**src/scmma_regs.svh**
```systemverilog
`ifndef SCMMA_REGS_SVH
`define SCMMA_REGS_SVH

// Register offsets on the plain register port
`define SCMMA_OFF_CTRL      4'h0
`define SCMMA_OFF_SELECT    4'h1
`define SCMMA_OFF_PARTITION 4'h2
`define SCMMA_OFF_MAXRES    4'h3
`define SCMMA_OFF_MINRES    4'h4
`define SCMMA_OFF_STATUS    4'h5
`define SCMMA_OFF_MEAS_LEN  4'h6

// Control register fields
`define SCMMA_CTRL_PRIMARY_BIT   0
`define SCMMA_CTRL_SECONDARY_BIT 1

// Result register fields: code in [10:0], counter in [13:12]
`define SCMMA_RES_CODE_LSB 0
`define SCMMA_RES_CNT_LSB  12

// Reset values
`define SCMMA_RST_SELECT    12'h000
`define SCMMA_RST_PARTITION 12'h000
`define SCMMA_RST_MEAS_LEN  16'h0010

// Timing
`define SCMMA_SAMPLE_DIV    64
`define SCMMA_CLK_MHZ       200
`define SCMMA_AVE_MIN_US    286
`define SCMMA_AVE_TYP_US    298
`define SCMMA_AVE_MAX_US    311
`define SCMMA_AVE_CYCLES    (`SCMMA_AVE_TYP_US * `SCMMA_CLK_MHZ)

`endif

```
**src/scmma_pkg.sv**
```systemverilog
package scmma_pkg;
	typedef enum logic [1:0] {
		SCMMA_IDLE,
		SCMMA_MEASURE,
		SCMMA_AVERAGE
	} scmma_state_t;

	typedef struct packed {
		logic [1:0]  count;
		logic [10:0] code;
	} scmma_result_t;

	typedef struct packed {
		logic        write;
		logic        read;
		logic [3:0]  addr;
		logic [15:0] wdata;
	} scmma_bus_t;
endpackage : scmma_pkg

```
**src/scmma_averager.sv**
```systemverilog
`include "scmma_regs.svh"
module scmma_averager #(
	parameter int          CELLS      = 12,
	parameter int unsigned AVE_CYCLES = `SCMMA_AVE_CYCLES
) (
	input  wire logic                mclk,
	input  wire logic                reset,
	input  wire logic                adc_sample_en,
	input  wire logic                cell_valid,
	input  wire logic [3:0]          cell_index,
	input  wire logic [10:0]         cell_code,
	input  wire scmma_pkg::scmma_bus_t bus,
	output logic      [15:0]         rdata,
	output logic                     primary_active,
	output logic                     busy
);
	localparam int CW = $clog2(CELLS);

	scmma_pkg::scmma_state_t state, next_state;
	scmma_pkg::scmma_result_t max_res, next_max_res, min_res, next_min_res;
	logic [11:0] select, next_select, partition, next_partition;
	logic [15:0] meas_len, next_meas_len;
	logic [15:0] period_cnt, next_period_cnt;
	logic [5:0]  div_cnt, next_div_cnt;
	logic [31:0] ave_cnt, next_ave_cnt;
	logic [CW-1:0] scan, next_scan;
	logic        scanning, next_scanning;
	logic [10:0] smax, next_smax, smin, next_smin;
	logic [26:0] sum_max, next_sum_max, sum_min, next_sum_min;
	logic [15:0] nsamp, next_nsamp;
	logic [15:0] next_rdata;
	logic [10:0] mem_rdata;
	logic        scan_valid, next_scan_valid;
	logic [CW-1:0] scan_q, next_scan_q;
	logic        start_wr;

	// Division of an accumulated sum by its sample count
	function automatic logic [10:0] avg(input logic [26:0] s,
		input logic [15:0] n);
		logic [26:0] q;
		q = (n == 16'h0000) ? 27'h0 : s / {11'h0, n};
		avg = q[10:0];
	endfunction : avg

	scmma_cell_mem #(.CELLS(CELLS)) u_mem (
		.mclk  (mclk),
		.we    (cell_valid),
		.waddr (cell_index[CW-1:0]),
		.wdata (cell_code),
		.raddr (scan),
		.rdata (mem_rdata)
	);

	assign start_wr = bus.write && bus.addr == `SCMMA_OFF_CTRL &&
		bus.wdata[`SCMMA_CTRL_SECONDARY_BIT];
	assign busy = state != scmma_pkg::SCMMA_IDLE;

	always_comb begin
		next_state      = state;
		next_select     = select;
		next_partition  = partition;
		next_meas_len   = meas_len;
		next_period_cnt = period_cnt;
		next_div_cnt    = div_cnt;
		next_ave_cnt    = ave_cnt;
		next_scan       = scan;
		next_scanning   = scanning;
		next_scan_valid = 1'b0;
		next_scan_q     = scan;
		next_smax       = smax;
		next_smin       = smin;
		next_sum_max    = sum_max;
		next_sum_min    = sum_min;
		next_nsamp      = nsamp;
		next_max_res    = max_res;
		next_min_res    = min_res;
		if (bus.write) begin
			case (bus.addr)
				`SCMMA_OFF_SELECT:    next_select = bus.wdata[11:0];
				`SCMMA_OFF_PARTITION: next_partition = bus.wdata[11:0];
				`SCMMA_OFF_MEAS_LEN:  next_meas_len = bus.wdata;
				default: ;
			endcase
		end
		case (state)
			scmma_pkg::SCMMA_IDLE: begin
				if (start_wr) begin
					next_state      = scmma_pkg::SCMMA_MEASURE;
					next_period_cnt = 16'h0;
					next_div_cnt    = 6'h0;
					next_sum_max    = 27'h0;
					next_sum_min    = 27'h0;
					next_nsamp      = 16'h0;
				end
			end
			scmma_pkg::SCMMA_MEASURE: begin
				// Window is counted in ADC samples, same as the primary
				if (adc_sample_en) begin
					next_period_cnt = period_cnt + 16'h1;
					next_div_cnt = div_cnt + 6'h1;
					if (div_cnt == 6'(`SCMMA_SAMPLE_DIV - 1)) begin
						next_scanning = 1'b1;
						next_scan     = '0;
						next_smax     = 11'h000;
						next_smin     = 11'h7ff;
					end
				end
				if (adc_sample_en && period_cnt == meas_len - 16'h1) begin
					next_state   = scmma_pkg::SCMMA_AVERAGE;
					next_ave_cnt = 32'h0;
				end
			end
			scmma_pkg::SCMMA_AVERAGE: begin
				next_ave_cnt = ave_cnt + 32'h1;
				if (ave_cnt == AVE_CYCLES - 1) begin
					next_state = scmma_pkg::SCMMA_IDLE;
					next_max_res.code = avg(sum_max, nsamp);
					next_min_res.code = avg(sum_min, nsamp);
					next_max_res.count = max_res.count + 2'h1;
					next_min_res.count = min_res.count + 2'h1;
				end
			end
			default: next_state = scmma_pkg::SCMMA_IDLE;
		endcase
		// Closing sweep starts with the window end, so it runs on
		// into averaging; AVE_CYCLES must outlast one sweep
		if (state != scmma_pkg::SCMMA_IDLE) begin
			if (scanning) begin
				next_scan_valid = 1'b1;
				if (scan == CW'(CELLS - 1)) begin
					next_scanning = 1'b0;
				end else begin
					next_scan = scan + CW'(1);
				end
			end
			if (scan_valid && select[scan_q]) begin
				if (mem_rdata > smax) next_smax = mem_rdata;
				if (mem_rdata < smin) next_smin = mem_rdata;
			end
			// Last compare of the sweep folds into the sums
			if (scan_valid && scan_q == CW'(CELLS - 1) &&
				select != 12'h0) begin
				next_sum_max = sum_max + 27'(next_smax);
				next_sum_min = sum_min + 27'(next_smin);
				next_nsamp   = nsamp + 16'h1;
			end
		end
	end

	always_comb begin
		next_rdata = 16'h0;
		if (bus.read) begin
			case (bus.addr)
				`SCMMA_OFF_SELECT:    next_rdata = {4'h0, select};
				`SCMMA_OFF_PARTITION: next_rdata = {4'h0, partition};
				`SCMMA_OFF_MAXRES:    next_rdata = {2'h0, max_res.count,
					1'b0, max_res.code};
				`SCMMA_OFF_MINRES:    next_rdata = {2'h0, min_res.count,
					1'b0, min_res.code};
				`SCMMA_OFF_STATUS:    next_rdata = {14'h0, state};
				`SCMMA_OFF_MEAS_LEN:  next_rdata = meas_len;
				default:              next_rdata = 16'h0;
			endcase
		end
	end

	always_ff @(posedge mclk) begin
		if (reset) begin
			state      <= scmma_pkg::SCMMA_IDLE;
			select     <= `SCMMA_RST_SELECT;
			partition  <= `SCMMA_RST_PARTITION;
			meas_len   <= `SCMMA_RST_MEAS_LEN;
			period_cnt <= 16'h0;
			div_cnt    <= 6'h0;
			ave_cnt    <= 32'h0;
			scan       <= '0;
			scanning   <= 1'b0;
			scan_valid <= 1'b0;
			scan_q     <= '0;
			smax       <= 11'h0;
			smin       <= 11'h7ff;
			sum_max    <= 27'h0;
			sum_min    <= 27'h0;
			nsamp      <= 16'h0;
			max_res    <= '0;
			min_res    <= '0;
			rdata      <= 16'h0;
		end else begin
			state      <= next_state;
			select     <= next_select;
			partition  <= next_partition;
			meas_len   <= next_meas_len;
			period_cnt <= next_period_cnt;
			div_cnt    <= next_div_cnt;
			ave_cnt    <= next_ave_cnt;
			scan       <= next_scan;
			scanning   <= next_scanning;
			scan_valid <= next_scan_valid;
			scan_q     <= next_scan_q;
			smax       <= next_smax;
			smin       <= next_smin;
			sum_max    <= next_sum_max;
			sum_min    <= next_sum_min;
			nsamp      <= next_nsamp;
			max_res    <= next_max_res;
			min_res    <= next_min_res;
			rdata      <= next_rdata;
		end
	end

	assign primary_active = state == scmma_pkg::SCMMA_MEASURE;
endmodule : scmma_averager

```
**src/scmma_cell_mem.sv**
```systemverilog
// Small memory holding the latest 11-bit code of each cell
module scmma_cell_mem #(
	parameter int CELLS = 12
) (
	input  wire logic                     mclk,
	input  wire logic                     we,
	input  wire logic [$clog2(CELLS)-1:0] waddr,
	input  wire logic [10:0]              wdata,
	input  wire logic [$clog2(CELLS)-1:0] raddr,
	output logic      [10:0]              rdata
);
	logic [10:0] store [CELLS];

	always_ff @(posedge mclk) begin
		if (we) begin
			store[waddr] <= wdata;
		end
		rdata <= store[raddr];
	end
endmodule : scmma_cell_mem

```
**config.mk**
```make
export PLATFORM = sky130hd
export DESIGN_NAME = scmma_averager
export DESIGN_NICKNAME = d
export VERILOG_FILES = /design/src/scmma_pkg.sv /design/src/scmma_averager.sv /design/src/scmma_cell_mem.sv
export VERILOG_INCLUDE_DIRS = /design/src
export SDC_FILE = /design/constraint.sdc
export NUM_CORES = 2
export LEC_CHECK = 0
export ABC_AREA = 1
export BUFFER_PORTS_ARGS = -buffer_cell sky130_fd_sc_hd__buf_4
export CORE_ASPECT_RATIO = 1.25
export CORE_MARGIN = 2
export CORE_UTILIZATION = 60
export DETAILED_ROUTE_END_ITERATION = 8
export GPL_TIMING_DRIVEN = 0
export PLACE_DENSITY = 0.76
export RECOVER_POWER = 50
export SKIP_CTS_REPAIR_TIMING = 1
export SYNTH_ARGS = -nofsm -noshare
export SYNTH_HDL_FRONTEND = slang
export SYNTH_SLANG_ARGS = --single-unit
```
**constraint.sdc**
```tcl
create_clock -name mclk -period 84.7 [get_ports mclk]
set_input_delay 16.94 -clock mclk [delete_from_list [all_inputs] [get_ports mclk]]
set_output_delay 16.94 -clock mclk [all_outputs]
set_load 0.02 [all_outputs]
```
Word level (Yosys, flattened, before mapping)
Memory sizes are Yosys's and may differ from the RTL's. A register that Yosys moved wholly into a read port is not among the register bits.
Cells that the tools add are included.
- order comparisons: 3
- bitwise operators: 2
- divide/modulo/power cells: 2
- add/sub/neg operators: 10
- equal/unequal tests: 17
- mux-type cells: 58
- shifts and indexed selects: 0
- multipliers: 0
- reduce and logical (&&, ||, !) cells: 22
- operators with widths (cell ; count):
    2-to-1 mux 27 bit ; 8
    2-to-1 mux 11 bit ; 16
    2-to-1 mux 16 bit ; 6
    one-hot mux 16 bit (6 select lines) ; 1
    one-hot mux 32 bit (2 select lines) ; 1
    adder 27 x 11 -> 27 bit ; 2
    divider 27 x 16 -> 27 bit ; 2
    adder 16 x 1 -> 16 bit (second input constant) ; 2
    adder 32 x 1 -> 32 bit (second input constant) ; 1
    == test 32 x 16 -> 1 bit (second input constant) ; 1
    2-to-1 mux 32 bit ; 1
    one-hot mux 16 bit (2 select lines) ; 1
    2-to-1 mux 4 bit ; 6
    == test 16 bit ; 1
    logical NOT 16 bit ; 1
    subtractor 16 x 1 -> 16 bit (second input constant) ; 1
    == test 4 x 3 -> 1 bit (second input constant) ; 3
    2-to-1 mux 6 bit ; 2
    one-hot mux 6 bit (2 select lines) ; 1
    nonzero test 12 bit ; 1
    > comparator 11 bit ; 1
    < comparator 11 bit ; 1
    2-to-1 mux 1 bit ; 10
    AND reduction 2 bit ; 5
    22 further kinds ; 39
- input port bits: 41
- register bits: 240
- memories: 1
- RAM bits: 132
- bits in read-only memories: 0
- bits in latches: 0
- memories (name ; words ; bits a word ; rd ports ; clocked after Yosys merged registers in ; write ports ; RTL line ; RTL):
    u_mem.store ; 12 ; 11 ; 1 ; 1 ; 1 ; scmma_cell_mem.sv:12 ; logic [10:0] store [CELLS];

Longest topological paths before layout
- word-level depth: 10
- depth in mapped cells: 504
- mapped depth without buffers: 476

Modules after synthesis
A second synthesis with hierarchy kept.
- cells, all modules: 7927
- area total of the unflattened synthesis: 52485.3 µm²
- by module, submodules not included (module ; cells each ; instances ; area an instance (µm²)):
    scmma_averager ; 7401 ; 1 ; 46624.7
    scmma_cell_mem ; 526 ; 1 ; 5860.6

Worst setup path after synthesis
No wires, ideal clock.
- path type: reg-to-reg
- from: register nsamp[0]
- to: register min_res[0] in the netlist's numbering
- arrival time: 62.366 ns
- cell stages (with the launch flop): 474
- slack: 22.202 ns
- path buffers: 30
- required time: 84.568 ns
- library setup time: 0.132 ns
- path through: dfxtp_1 inv_1 ha_1 nor2_1 nor2_1 nand4_1 nand2_1 ha_1 inv_1 nor2_1 nand2_1 nand2_1 nand3_1 and2_1 ha_1 inv_1 o21bai_1 nand2_1 [... 438 more ...] buf_2 o21ai_0 ha_1 a21oi_1 o31ai_1 a21o_1 a21oi_1 o21ai_0 a221oi_1 o21ai_0 nand2_1 o211ai_1 a221oi_1 nand3_1 nor3_2 nand3_1 nand2_1 a21oi_1
- word-level cells in the longest chain between the ends: 2
- elaborated cells on any way between the ends: 3
- ends and longest elaborated chain (element ; RTL line ; RTL):
    start: declaration ; scmma_averager.sv:30 ; logic [15:0] nsamp, next_nsamp;
    start signal: assignment ; scmma_averager.sv:204 ; nsamp <= next_nsamp;
    divider 27 x 16 -> 27 bit or logical NOT 16 bit (tied branches) ; scmma_averager.sv:41 ; q = (n == 16'h0000) ? 27'h0 : s / {11'h0, n};
    2-to-1 mux 11 bit * ; scmma_averager.sv:41 ;
    end signal: assignment ; scmma_averager.sv:206 ; min_res <= next_min_res;
    end: declaration ; scmma_averager.sv:20 ; scmma_pkg::scmma_result_t max_res, next_max_res, min_res, next_min_res;
Mark *: on every way between the ends. The rest lies on a longest branch, timed or not.
A chain may end at the register's enable or synchronous reset.

Worst setup path in the final report
- from: register nsamp[8]
- to: register min_res[0] in the netlist's numbering
The elaborated chain is that of the path after synthesis.

==> results.cfg <==
[outcome]
status = completed

[route]
drc = 0
ant_nets = 0
dr.pass1.iters = 6
wl_per_cell_um = 15.63
avgViaCountPerCell = 5.710
routed-via-count = 51746
drt-total-wl_mm = 141.7
initialDrtViolationCount = 3424

[global_routing]
antenna_found_initial = 1
grtUsageTotal_pct = 31.18
grt_overflow = 0
grt_max_degree = 56
grt_pass1_wl_mm = 229.8
grt_pass1_vias = 48213

[logic_synthesis]
syn_nets = 8549
synthMuxAreaShare_pct = 0
synth_area_per_cell_um2 = 6.544
yosys_warnings = 0
async_flop_share_pct = 0
syn_area_um2 = 51240
synth_fa_ha_area_share_pct = 16.59
ys_ff_latch = 383
yosysUniqueCellTypes = 86
synth_top_family_by_area = simple AND/OR/NAND/NOR gates
synthXorXnorAreaFrac_pct = 8.271
syn_inst = 7830
synth_edf_count = 132
synth_compound_area_share_pct = 19.05
yosysSeqAreaShare_pct = 17.54
synthFlopType = dfxtp_1
synthSimpleGateAreaFrac_pct = 28.83

[critical_path]
slowest_delay_ns = 0.89
r2r-end = min_res[0]
path_buf_inv = 103
cp_top_family = compound AO/OA/AOI/OAI gates
crit_top_cell = nand2_1
worstSetupEndpoint = min_res[0]
end_kind = flop
crit_start = nsamp[8]
slowest_stage = inv_2
critPathKind = reg -> reg
start_kind = flop
rr_startpoint = nsamp[8]
cp.arrival_ns = 76.09
worstPathMaxFanout = 41
crit_required_ns = 85.11
crit_cells = 475
r2r_slack_ns = 9.02
reg2reg_depth = 475

[worst_hold_path]
hp-class = reg -> reg

[floorplan]
dieArea_um2 = 87760
io_pins = 59
core_area_um2 = 84420
die_y_um = 330.7
start_util_pct = 60.69
fp.dieW_um = 265.4
rows = 119

[sta]
fin_skew_ns = 0.02552
tightest_slew_ns = 1.281
post-route-min-period_ns = 75.68
hold_violations = 0
setup_tns_ns = 0
max_slew_margin_pct = 14.60
final_max_slew_viol_count = 0
max_freq_ghz = 0.01321
timing.final.crit_share_pct = 89.35
setup_viol = 0
rsz0062_at_grt = false

[clock_tree]
clk_latency_ns = 0.56
cts_sinks = 383
htreeDepth = 2
cts_tree = done
clock_path_buffers = 3
cts.clk_slew.worst_paths_ns = 0.06
cts_buffers = 40
root_buffer = clkbuf_16

[place]
place_congestion = 0.9623
dpl.hpwl_mm = 113.5
port_buffers = 57

[final_layout]
drive_gt1_share_pct = 6.785
nFillCells = 7892
area_delta_synth_final_pct = 6.588
layout_common_cells = 1827 x nand2_1, 970 x inv_1, 676 x ha_1
finalNetCount = 8661
antenna_cells = 0
final_common_cell = nand2_1

[job]
drv_cap = 0
==> worst register-to-register path: cells and delay by family (launching register included) <==
family          cells  cell delay, ns
compound gates    159           29.57
buf+inv           103           15.90
flops               1            0.36
fa+ha+maj          26            8.39
simple gates      187           21.26
==> worst min-delay path by stage <==
stage	start	end	cells after the start
CTS	partition[0]	partition[0]	2
floorplan	min_res[12]	min_res[12]	1
detailed placement	partition[0]	partition[0]	2
global placement	min_res[12]	min_res[12]	1
finish	partition[0]	partition[0]	2
global route	min_res[12]	min_res[12]	1
==> state kept, by name, indices dropped and copies added, names as in the netlist, 13 cells and up <==
name,flops
sum_max,27
nsamp,16
min_res,13
meas_len,16
sum_min,27
period_cnt,16
rdata,16
u_mem.store,132
ave_cnt,32
max_res,13
==> cell type report <==
class	instances	area [um^2]	share of cell area [%]
flip-flops and latches	383	8990	16.46
inverters	1054	3965	7.260
multi-input cells	6156	37270	68.25
clock buffers	52	1087	1.991
well taps	1089	1363	2.495
clock inverters	22	327.8	0.6002
repair buffers	70	593.1	1.086
plain buffers	237	1013	1.856
==> cells in the mapped netlist (10+ instances only) <==
master | n | area share (%)
nand2_2 | 58 | 0.71
o21ai_1 | 55 | 0.54
clkinv_1 | 16 | 0.12
o31ai_1 | 35 | 0.51
edfxtp_1 | 132 | 7.7
inv_2 | 55 | 0.40
inv_1 | 981 | 7.2
a21oi_2 | 25 | 0.43
buf_2 | 22 | 0.21
o211ai_1 | 34 | 0.50
nand3_2 | 35 | 0.68
a31oi_1 | 40 | 0.49
nand3_1 | 390 | 3.8
a21oi_1 | 572 | 5.6
nand2_1 | 1827 | 13
o221ai_1 | 43 | 0.74
a211oi_1 | 26 | 0.38
nand4_1 | 99 | 1.2
nor2_1 | 543 | 4.0
a21o_1 | 37 | 0.54
clkbuf_1 | 191 | 1.4
xor2_1 | 310 | 5.3
nand2_4 | 16 | 0.35
o21bai_1 | 57 | 0.84
nor4_1 | 31 | 0.38
or2_2 | 79 | 0.96
a221oi_1 | 15 | 0.26
o22ai_1 | 38 | 0.46
o21ai_0 | 630 | 6.2
o21a_1 | 10 | 0.15
dfxtp_1 | 251 | 9.8
nor3_1 | 90 | 0.88
nor2_4 | 21 | 0.46
o21ai_2 | 10 | 0.17
nand3_4 | 12 | 0.41
ha_1 | 676 | 17
xnor2_1 | 172 | 2.9
nand3b_1 | 20 | 0.29
nor2_2 | 24 | 0.29
and2_1 | 26 | 0.32
==> stage by stage <==
| stage | setup WS (ns) | utilization, % | hold slack (ns) | cell area, um^2 | cells |
|---|---|---|---|---|---|
| 2_1_floorplan | 22.20 | - | 0.4224 | 51240 | 7830 |
| 3_3_place_gp | 10.04 | 62.81 | 0.4418 | 53030 | 8976 |
| 3_5_place_dp | 8.935 | 63.10 | 0.4498 | 53270 | 8988 |
| 4_1_cts | 8.780 | 64.78 | 0.4589 | 54690 | 9062 |
| 5_1_grt | 0.1010 | 64.69 | 0.4818 | 54610 | 9063 |
| 6_report | 9.022 | 64.69 | 0.4606 | 54610 | 9063 |
==> layer usage <==
layer  track usage (%)  vias to the layer above  wire, um
met5                 0                        -        14
met4             13.15                        2      6222
met3             2.505                      324      6538
met2             58.67                     1315     70380
met1             36.11                    23682     58520
li1                  -                    26423         -
==> cell families (layout without fill, tap and decap cells) <==
kind of cell               after synthesis  after routing
xor gates and xnor gates               483            483
buffers and inverters                 1291           1435
AOI/OAI and AO/OA                     1691           1691
DFF                                    383            383
and+or+nand+nor                       3304           3304
adders and majority gates              678            678
Power is not shown: default switching activity piles up to over one toggle a cycle in this logic, so the estimate is an artifact.
